**config.mk**
```make
export PLATFORM = sky130hd
export DESIGN_NAME = paos_core
export DESIGN_NICKNAME = d
export VERILOG_FILES = /design/src/core/paos_core.v
export VERILOG_INCLUDE_DIRS = /design/src /design/src/core
export SDC_FILE = /design/constraint.sdc
export NUM_CORES = 1
export LEC_CHECK = 0
export ABC_AREA = 1
export BUFFER_PORTS_ARGS = -buffer_cell sky130_fd_sc_hd__buf_2
export CAP_MARGIN = 20
export CORE_AREA = 5 5 56 58
export CTS_BUF_LIST = sky130_fd_sc_hd__clkbuf_8 sky130_fd_sc_hd__clkbuf_16
export DETAILED_ROUTE_END_ITERATION = 16
export DIE_AREA = 0 0 61 63
export PLACE_DENSITY = 0.74
export SLEW_MARGIN = 5
export SYNTH_ARGS = -nofsm -noshare
export SYNTH_HDL_FRONTEND = slang
export SYNTH_SLANG_ARGS = --single-unit
```
**constraint.sdc**
```tcl
create_clock -name i_clk_sys -period 0.8 [get_ports i_clk_sys]
set_input_delay 0.08 -clock i_clk_sys [delete_from_list [all_inputs] [get_ports i_clk_sys]]
set_output_delay 0.08 -clock i_clk_sys [all_outputs]
set_load 0.02 [all_outputs]
```
**src/core/paos_regs.vh**
```
// paos_regs.vh: constants for the array output stage
// assumes inclusion by core/paos_core.v only
`ifndef PAOS_REGS_VH
`define PAOS_REGS_VH
`define PAOS_NUM_INPUTS    8
`define PAOS_NUM_STORE     8
`define PAOS_GROUP_SIZE    4
`define PAOS_NUM_TERMS     8
`define PAOS_MODE_REG      1'b0
`define PAOS_MODE_LATCH    1'b1
`define PAOS_RST_STORE     8'h00
`endif

```
**src/core/paos_core.v**
```verilog
// paos_core.v: output stage of a sum-of-products array device
// assumes all pins come from outside and are synchronised here on i_clk_sys
// latches are modelled as transparency sampled on i_clk_sys
// clear and output gate act on their synchronised levels
//
// Summary of operation
// eight storage outputs, or four plus four I/O
// dual variants split storage into two groups
// clock a loads group a, clock b group b
// common variants OR both clocks together
// registers load on rising effective clock edge
// latch enables split or ORed like clocks
// latch transparent while effective enable low
// master clear forces all storage low
// output enable high drives stored outputs low
// output enable never disturbs contents or feedback
// I/O pins drive result and feed back
// eight dedicated inputs feed the array
// latch holds while effective enable high
// empty term high, contradictory term low
// storage stays low after clear until loaded
`timescale 1ns/1ns
`default_nettype none
`include "paos_regs.vh"
module paos_core #(
  parameter       NI        = `PAOS_NUM_INPUTS,
  parameter       NT        = `PAOS_NUM_TERMS,
  parameter [0:0] LATCH_MODE = `PAOS_MODE_REG,
  parameter [0:0] DUAL_CLK   = 1'b0,
  parameter [0:0] MIXED      = 1'b0,
  // per output, per term: true and complement masks over 16 array inputs
  parameter [8*NT*16-1:0] TRUE_MASK = {8*NT*16{1'b1}},
  parameter [8*NT*16-1:0] COMP_MASK = {8*NT*16{1'b1}},
  parameter [8*NT-1:0]    TERM_USED = {8*NT{1'b0}},
  parameter [7:0]         POL_INV   = 8'h00
) (
  input  wire          i_clk_sys,
  input  wire          i_rst,
  input  wire          i_ce,
  input  wire [NI-1:0] i_data,
  input  wire          i_clock_group_a,
  input  wire          i_clock_group_b,
  input  wire          i_master_clear,
  input  wire          i_out_disable,
  input  wire [3:0]    i_io,
  output reg  [7:0]    o_q,
  output reg  [3:0]    o_io,
  output reg  [3:0]    o_io_oe
);
  // ----------------------------------------------------------------
  // local constants
  // ----------------------------------------------------------------
  localparam       NW    = NI + 8;
  localparam       NA    = 16;
  localparam       GS    = `PAOS_GROUP_SIZE;
  localparam       NG    = `PAOS_NUM_STORE / `PAOS_GROUP_SIZE;
  localparam [7:0] RST_Q = `PAOS_RST_STORE;
  // group b storage exists only on the eight-output variants
  localparam [1:0] GRP_LIVE = MIXED ? 2'h1 : 2'h3;

  // ----------------------------------------------------------------
  // pin synchronisers
  // ----------------------------------------------------------------
  // every pin is asynchronous to i_clk_sys: two flops per bit
  wire [NW-1:0] pin_raw;
  wire [NW-1:0] pin_sync;
  assign pin_raw = {i_io, i_out_disable, i_master_clear,
                    i_clock_group_b, i_clock_group_a, i_data};

  genvar gp;
  generate
    for (gp = 0; gp < NW; gp = gp + 1) begin : g_sync
      reg meta_r;
      reg sync_r;
      always @(posedge i_clk_sys) begin
        if (i_rst) begin
          meta_r <= 1'b0;
          sync_r <= 1'b0;
        end else if (i_ce) begin
          meta_r <= pin_raw[gp];
          sync_r <= meta_r;
        end
      end
      assign pin_sync[gp] = sync_r;
    end
  endgenerate

  wire [NI-1:0] din  = pin_sync[NI-1:0];
  wire          clka = pin_sync[NI];
  wire          clkb = pin_sync[NI+1];
  wire          mclr = pin_sync[NI+2];
  wire          odis = pin_sync[NI+3];
  wire [3:0]    iofb = pin_sync[NI+7:NI+4];

  // ----------------------------------------------------------------
  // product term array
  // ----------------------------------------------------------------
  reg  [7:0]    q_r;
  wire [7:0]    fb_src;
  wire [NA-1:0] arr_in;
  wire [7:0]    sum;

  // stored feedback is taken ahead of the output gate
  assign fb_src = MIXED ? {iofb, q_r[3:0]} : q_r;
  assign arr_in = {fb_src, din[7:0]};

  // one product term: unused is low, all fuses open is high
  function term_val;
    input [15:0] tm;
    input [15:0] cm;
    input        used;
    input [15:0] v;
    begin
      term_val = used & (&(~tm | v)) & (&(~cm | ~v));
    end
  endfunction

  genvar go, gt;
  generate
    for (go = 0; go < 8; go = go + 1) begin : g_out
      wire [NT-1:0] terms;
      for (gt = 0; gt < NT; gt = gt + 1) begin : g_term
        assign terms[gt] = term_val(TRUE_MASK[(go*NT+gt)*16 +: 16],
                                    COMP_MASK[(go*NT+gt)*16 +: 16],
                                    TERM_USED[go*NT+gt], arr_in);
      end
      assign sum[go] = (|terms) ^ POL_INV[go];
    end
  endgenerate

  // ----------------------------------------------------------------
  // effective clocks and enables
  // ----------------------------------------------------------------
  // own pin on dual parts, both pins ORed on common parts
  function grp_clk;
    input dual;
    input own;
    input other;
    begin
      grp_clk = dual ? own : (own | other);
    end
  endfunction

  // registers load on a rising edge, latches pass while low
  function grp_load;
    input latch;
    input now;
    input prev;
    begin
      grp_load = latch ? ~now : (now & ~prev);
    end
  endfunction

  wire [NG-1:0] grp_en;
  reg  [NG-1:0] grp_en_d_r;
  wire [NG-1:0] grp_ld;

  assign grp_en[0] = grp_clk(DUAL_CLK, clka, clkb);
  assign grp_en[1] = grp_clk(DUAL_CLK, clkb, clka);

  always @(posedge i_clk_sys) begin
    if (i_rst) begin
      grp_en_d_r <= {NG{1'b0}};
    end else if (i_ce) begin
      grp_en_d_r <= grp_en;
    end
  end

  // ----------------------------------------------------------------
  // storage
  // ----------------------------------------------------------------
  wire [7:0] q_nxt;

  genvar gg;
  generate
    for (gg = 0; gg < NG; gg = gg + 1) begin : g_grp
      assign grp_ld[gg] = GRP_LIVE[gg] & grp_load(LATCH_MODE, grp_en[gg],
                                                  grp_en_d_r[gg]);
      // clear overrides any load
      assign q_nxt[gg*GS +: GS] = mclr       ? RST_Q[gg*GS +: GS] :
                                  grp_ld[gg] ? sum[gg*GS +: GS]   :
                                               q_r[gg*GS +: GS];
    end
  endgenerate

  always @(posedge i_clk_sys) begin
    if (i_rst) begin
      q_r <= RST_Q;
    end else if (i_ce) begin
      q_r <= q_nxt;
    end
  end

  // ----------------------------------------------------------------
  // output stage
  // ----------------------------------------------------------------
  // the gate only blanks o_q; storage, feedback and the I/O pins run on
  wire [7:0] q_shown;
  wire [7:0] q_drive;
  wire [3:0] io_val;
  wire [3:0] io_en;

  assign q_shown = MIXED ? {4'h0, q_nxt[3:0]} : q_nxt;
  assign q_drive = odis ? 8'h00 : q_shown;
  assign io_val  = MIXED ? sum[7:4] : 4'h0;
  assign io_en   = MIXED ? 4'hF : 4'h0;

  always @(posedge i_clk_sys) begin
    if (i_rst) begin
      o_q <= 8'h00;
    end else if (i_ce) begin
      o_q <= q_drive;
    end
  end

  always @(posedge i_clk_sys) begin
    if (i_rst) begin
      o_io    <= 4'h0;
      o_io_oe <= 4'h0;
    end else if (i_ce) begin
      o_io    <= io_val;
      o_io_oe <= io_en;
    end
  end
endmodule
`default_nettype wire

```
* Yosys cells after proc, flatten, opt, wreduce, memory -nomap -nowiden
Index checks and enable logic that the tools add are counted.
Cells by class: multiplexer cells 5, bitwise gates (word level) 5
Operators by type and width (count):
- two-way mux 4 bit | 4
- two-way mux 8 bit | 1
- AND 1 bit | 2
- NOT 1 bit | 2
- bitwise OR 1 bit | 1
Word-level totals: output and inout port bits 16, input port bits 19, register bits 25, word-level logic and storage cells 21

* Logic depth before layout (Yosys ltp)
Gate-level depths: netlist of run 1.
depth after elaboration 5, gate-level depth with buffers 5, depth with buffers taken out 5

* Least setup slack after synthesis of run 1
No wires, ideal clock.
kind reg2reg, start register g_sync[9].sync_r (netlist: clkb), end register o_q[4], cell stages (with the launch flop) 5, period minus slack after synthesis 901 ps, library setup time 70 ps, data arrival time 830 ps, buffers on the path 1, data required time 730 ps, path slack -101 ps, cells stage by stage dfxtp_1 o21ai_4 buf_6 nand3_1 a21oi_1
On the way: longest elaborated chain between the ends 5
Ends and longest elaborated chain:
- from (decl) | RTL line paos_core.v:74 | reg sync_r;
- from (signal assigned) | RTL line paos_core.v:81 | sync_r <= meta_r;
- bitwise OR 1 bit | RTL line paos_core.v:140 | grp_clk = dual ? own : (own | other);
- AND 1 bit | RTL line paos_core.v:150 | grp_load = latch ? ~now : (now & ~prev);
- two-way mux 4 bit | RTL line paos_core.v:181 | grp_ld[gg] ? sum[gg*GS +: GS] :
- two-way mux 4 bit | RTL line paos_core.v:180 | assign q_nxt[gg*GS +: GS] = mclr ? RST_Q[gg*GS +: GS] :
- two-way mux 8 bit | RTL line paos_core.v:204 | assign q_drive = odis ? 8'h00 : q_shown;
- to (signal assigned) | RTL line paos_core.v:212 | o_q <= q_drive;
- to (decl) | RTL line paos_core.v:46 | output reg [7:0] o_q,
Every way passes these cells. A chain may end at the register's enable or synchronous reset.

* Final worst setup path of run 1
start register g_sync[8].sync_r (netlist: clka), end register o_q[6]
On the way: longest elaborated chain between the ends 5
Ends and longest elaborated chain (RTL line):
- from (decl) | paos_core.v:74
- from (signal assigned) | paos_core.v:81
- bitwise OR 1 bit | paos_core.v:140
- AND 1 bit | paos_core.v:150
- two-way mux 4 bit | paos_core.v:181
- two-way mux 4 bit | paos_core.v:180
- two-way mux 8 bit | paos_core.v:204
Every way passes these cells.

==> impl_metrics.py, run 1 <==
metrics = {
    "synthesis": {
        "ys_ff_latch": 25,
        "synthTopCellsByArea": "dfxtp_1, a21oi_1, nand2_1",
        "syn_inst": 136,
        "synth_cell_types": 17,
        "syn_area_per_cell_um2": 7.728,
        "synth_compound_area_share_pct": 15.95,
        "synth_xor_area_share_pct": 0,
        "yosysSeqAreaShare_pct": 47.62,
        "synth-edff-count": 0,
        "synth_fa_ha_area_share_pct": 0,
        "yosysWarnings": 0,
        "synth_ff_type": "dfxtp_1",
        "synth_top_family_by_area": "simple AND/OR/NAND/NOR gates",
        "syn-cell-area_um2": 1051,
        "synth_simple_gate_area_share_pct": 19.52,
        "synth_area_leader_cell": "dfxtp_1",
        "yosys.area.top_type_share_pct": 47.62,
        "synthTopCellsByCount": "dfxtp_1, nand2_1, a21oi_1, nor2_1, inv_1",
        "async_flop_share_pct": 0,
        "synthMuxAreaShare_pct": 0,
    },
    "finish": {
        "fin_area_um2": 1265,
        "area_growth_pct": 20.36,
        "drive_above_1_share_pct": 28.57,
        "antennaDiodeCount": 0,
        "nets": 174,
        "finalNonFillerCells": 185,
    },
    "die": {
        "dieWidth_um": 61,
        "die_y_um": 63,
        "die-area_um2": 3843,
        "rows": 19,
        "initial_core_util_pct": 40.19,
        "core_area_um2": 2615,
        "io_pins": 35,
    },
    "clock_network": {
        "clk_pin_slew_worst_paths_ns": 0.08,
        "htreeDepth": 1,
        "cts_hold_buffers": 0,
        "cts_buffer_depth": 2,
        "cts_root_buffer": "clkbuf_8",
        "cts_made_buffers": 3,
        "clk_latency_ns": 0.27,
        "cts.sinks": 25,
        "cts_tree": "yes",
    },
    "placement": {
        "place_congestion": 0.7605,
        "post_dp_cell_area_um2": 1129,
        "io_buffer_count": 14,
        "post-place-cells": 180,
        "dp_hpwl_mm": 1.380,
        "pre_cts_slack_ns": -0.1173,
    },
    "timing": {
        "min_period_ns": 0.9179,
        "setup_ws_ns": -0.1179,
        "final_hold_viol_count": 0,
        "finalSetupViolations": 24,
        "fmax_mhz": 1089,
        "fin_skew_ns": 0.005278,
        "period_share_pct": 114.7,
        "rsz0062_at_grt": "yes",
        "slew_viol_final": 0,
        "fin_setup_tns_ns": -1.538,
    },
    "global_routing": {
        "grt_pass1_wl_mm": 3.167,
        "overflow": 0,
        "grt_max_degree": 17,
        "grt_pass1_vias": 754,
        "grt_antenna_before_repair": 0,
        "grtUsageTotal_pct": 10.73,
    },
    "worst_setup_path": {
        "critical_path_arrival_ns": 1.12,
        "startpoint_type": "flip-flop",
        "worstSetupEndpointType": "flip-flop",
        "crit_type": "flip-flop to flip-flop",
        "crit_fanout": 16,
        "required_ns": 1.00,
    },
    "route": {
        "vias_per_cell": 4.524,
        "drt-initial-drc-count": 22,
        "vias": 837,
        "drtAntennaViolNets": 0,
        "first_pass_iters": 4,
        "drc": 0,
        "wirelength_mm": 1.949,
        "wl_per_cell_um": 10.54,
    },
    "run_status": {
        "violations": "setup timing",
        "status": "finished with violations",
    },
    "pwr": {
        "powerDensity_nw_per_um2": 1771,
        "power_leakage_nw": 0.4927,
        "irDropWorstVdd_mv": 1.696,
    },
    "run": {
        "max_cap_violations": 0,
    },
    "min_path": {
        "min_path_type": "primary input to flip-flop",
    },
}
==> worst paths after layout <==
check                         startpoint                              to  slack [ns]  cells past startpoint
setup / recovery       clka$_SDFFE_PP0P_             o_q[6]$_SDFFE_PP0P_       -0.12                      4
hold / removal             i_out_disable  g_sync[11].meta_r$_SDFFE_PP0P_        0.04                      3
setup reg to reg       clka$_SDFFE_PP0P_             o_q[6]$_SDFFE_PP0P_       -0.12                      4
hold reg to reg   fb_src[7]$_SDFFE_PP0P_          fb_src[7]$_SDFFE_PP0P_        0.47                      2
==> worst max-delay path, cell delays in order (launching register included) <==
cell and delay (ns):
dfxtp_2 0.34, o21ai_4 0.16, buf_12 0.15, nand3_1 0.08, a21oi_1 0.13
==> report_power, final <==
group          internal, W  switching, W
combinational    0.0000785      0.000145
sequential         0.00127     0.0000235
clock             0.000343      0.000377
total              0.00170      0.000545
==> per-stage QoR <==
step / total power (W) / utilization [%] / hold WS, ns
floorplan: 0.001521 / - / 0.1805
global placement: 0.001538 / 43.16 / 0.3033
detailed placement: 0.001547 / 43.16 / 0.3113
CTS: 0.002274 / 47.42 / 0.03024
global route: 0.002344 / 48.37 / 0.03189
finish: 0.002241 / 48.37 / 0.03663
==> state kept, by name, summed over array words and instances (netlist names) <==
signal	count
clka	1
clkb	1
fb_src	8
g_sync.meta_r	4
g_sync.sync_r	2
grp_en_d_r	1
o_q	8
==> cells by family after synthesis <==
| family | count (synthesis) |
|---|---|
| other cells | 1 |
| buf+inv | 29 |
| simple gates | 50 |
| compound gates | 31 |
| flops | 25 |
==> metal layers <==
layer / up-vias / part of all wire (%) / global-route usage (%)
met5: - / 0 / 0
met4: 0 / 1.7 / 4.878
met3: 4 / 4.8 / 3.719
met2: 14 / 48 / 15.91
met1: 372 / 46 / 13.69
li1: 447 / - / -
==> area by class of cell <==
class	count	area [um2]
fill	256	1350
sequential	25	515.5
multi-input combinational	89	424.2
timing repair buffer	21	185.2
inverter	15	56.30
clock buffer	3	41.29
tap	31	38.79
clock inverter	1	3.754
==> repair_timing <==
action / in CTS / in global routing
setup endpoints to repair: 24 / 24
pin swaps: 0 / 1
endpoints found under the hold margin: 0 / 0
gates cloned: 0 / 0
setup buffers: 1 / 0
resized for setup: 23 / 8
==> placed cells by master, fill, tap and decap left out <==
cell type | netlist | layout
buf_2 | 1 | 6
nor2_2 | 0 | 1
a21oi_2 | 0 | 5
dfxtp_1 | 25 | 15
a21oi_1 | 20 | 15
nor2_4 | 1 | 1
buf_4 | 8 | 6
conb_1 | 1 | 8
dfxtp_2 | 0 | 9
buf_6 | 3 | 8
buf_12 | 0 | 1
nor2_1 | 16 | 15
inv_2 | 1 | 2
a31oi_1 | 1 | 1
nand3_1 | 8 | 8
dfxtp_4 | 0 | 1
o21ai_0 | 9 | 9
o21ai_4 | 1 | 1
nand2_1 | 25 | 25
clkbuf_8 | 0 | 3
inv_1 | 14 | 14
No activity file was read; power rests on OpenSTA's default activity.
==> run 2: changes to the inputs <==
TNS_END_PERCENT = 5   (was unset)
==> run 2 against run 1 <==
  * The run still ends with setup timing left
  * Non-clock buffer count unchanged
  * Critical path depth unchanged
  * Cell count unchanged
  * Clock power down 2%
  * Sequential power about the same
  * Maximum frequency down 2.8%
  * Combinational power up 4%
  * Final area up 0.30%
  * Total power down 0.22%
  * Flip-flop and latch count unchanged
  * Count of clock-buffer cells in the layout unchanged
  * Critical endpoint is now o_q[1]$_SDFFE_PP0P_
==> impl_metrics.py, run 2 (synthesized netlist as in run 1, its figures left out) <==
metrics = {
    "clock_network": {
        "htreeDepth": 1,
        "clk_pin_slew_worst_paths_ns": 0.08,
        "cts_buffer_depth": 2,
        "clk_latency_ns": 0.26,
        "postCtsSetupRepairBufs": 0,
        "cts.sinks": 25,
        "cts_made_buffers": 3,
        "cts_tree": "yes",
        "cts_root_buffer": "clkbuf_8",
    },
    "finish": {
        "nets": 174,
        "layout_commonest_cell": "nand2_1",
        "drive_above_1_share_pct": 28.57,
        "antennaDiodeCount": 0,
        "final_cell_mix": "nand2_1, nor2_1, inv_1, dfxtp_1, a21oi_1",
        "area_growth_pct": 20.71,
    },
    "timing": {
        "fin_setup_tns_ns": -1.573,
        "fin_skew_ns": 0.002779,
        "finalSetupViolations": 16,
        "min_period_ns": 0.9445,
        "fmax_mhz": 1059,
        "final_hold_viol_count": 0,
        "period_share_pct": 118.1,
        "rsz0062_at_grt": "yes",
        "slew_viol_final": 0,
        "setup_ws_ns": -0.1445,
    },
    "die": {
        "die-area_um2": 3843,
        "initial_core_util_pct": 40.19,
        "io_pins": 35,
        "dieWidth_um": 61,
        "die_y_um": 63,
        "core_area_um2": 2615,
        "rows": 19,
    },
    "route": {
        "vias": 852,
        "drt-initial-drc-count": 31,
        "wl_per_cell_um": 10.64,
        "drtAntennaViolNets": 0,
        "wirelength_mm": 1.968,
        "first_pass_iters": 4,
        "drc": 0,
        "vias_per_cell": 4.605,
    },
    "pwr": {
        "total_power_w": 0.002236,
        "powerDensity_nw_per_um2": 1762,
        "power_leakage_nw": 0.4923,
        "irDropWorstVdd_mv": 2.124,
    },
    "placement": {
        "io_buffer_count": 14,
        "dp_hpwl_mm": 1.389,
        "place_congestion": 0.7488,
    },
    "global_routing": {
        "grtUsageTotal_pct": 10.33,
        "overflow": 0,
        "grt_antenna_before_repair": 0,
        "grt_pass1_vias": 765,
        "grt_pass1_wl_mm": 3.125,
        "grt_max_degree": 17,
    },
    "run_status": {
        "violations": "setup timing",
        "status": "finished with violations",
    },
    "min_path": {
        "min_path_type": "primary input to flip-flop",
    },
    "worst_setup_path": {
        "startpoint_type": "flip-flop",
        "required_ns": 0.99,
        "crit_fanout": 16,
        "critical_path_arrival_ns": 1.14,
        "worstSetupEndpointType": "flip-flop",
        "crit_type": "flip-flop to flip-flop",
    },
    "run": {
        "max_cap_violations": 0,
    },
}
-- run 2: power breakdown --
group	switching (W)	internal (W)	leakage [nW]
Clock	0.000363	0.000343	0.0269
Sequential	0.0000236	0.00128	0.208
Combinational	0.000150	0.0000814	0.257
Total	0.000537	0.00170	0.492
-- run 2: path summary, 6_finish.rpt --
check,cells after the start,startpoint,endpoint,slack (ns)
hold / removal,3,i_clock_group_b,g_sync[9].meta_r$_SDFFE_PP0P_,0.04
setup / recovery,4,clka$_SDFFE_PP0P_,o_q[1]$_SDFFE_PP0P_,-0.14
hold reg to reg,2,fb_src[6]$_SDFFE_PP0P_,fb_src[6]$_SDFFE_PP0P_,0.47
setup reg to reg,4,clka$_SDFFE_PP0P_,o_q[1]$_SDFFE_PP0P_,-0.14
-- run 2: area by class of cell --
cell class | count | area [um2]
fillers | 260 | 1346
multi-input cells | 89 | 430.4
well taps | 31 | 38.79
clock buffers | 3 | 41.29
repair buffers | 21 | 185.2
flip-flops and latches | 25 | 513.0
clock inverters | 1 | 3.754
inverters | 15 | 56.30
-- run 2: per-layer routing --
metal	track usage [%]	up-vias	part of all wire (%)
met5	0	-	0
li1	-	446	-
met4	2.439	0	0.71
met3	3.719	2	4.5
met2	16.44	17	49
met1	13.10	387	46
-- run 2: worst max-delay path: stages (launching register included) --
cell and delay [ns]:
dfxtp_2 0.34, o21ai_4 0.16, buf_12 0.15, nand3_1 0.09
a21oi_2 0.14
-- run 2: timing repair --
item,in CTS,in global routing
gates cloned,0,0
resized for setup,24,8
hold buffers,0,0
pin swaps,0,0
hold endpoints to repair,0,0
setup endpoints to repair,24,24
-- run 2: per-stage QoR --
step | utilization (%) | setup WS (ns) | hold WS [ns] | area (um2) | instances
after detailed placement | 43.40 | -0.1416 | 0.3072 | 1135 | 181
after CTS | 47.42 | -0.1403 | 0.03160 | 1240 | 185
after global routing | 48.52 | -0.2120 | 0.04990 | 1269 | 185
after global placement | 43.40 | -0.1092 | 0.3029 | 1135 | 181
final | 48.52 | -0.1445 | 0.03756 | 1269 | 185
after floorplan | - | -0.09342 | 0.1805 | 1079 | 143
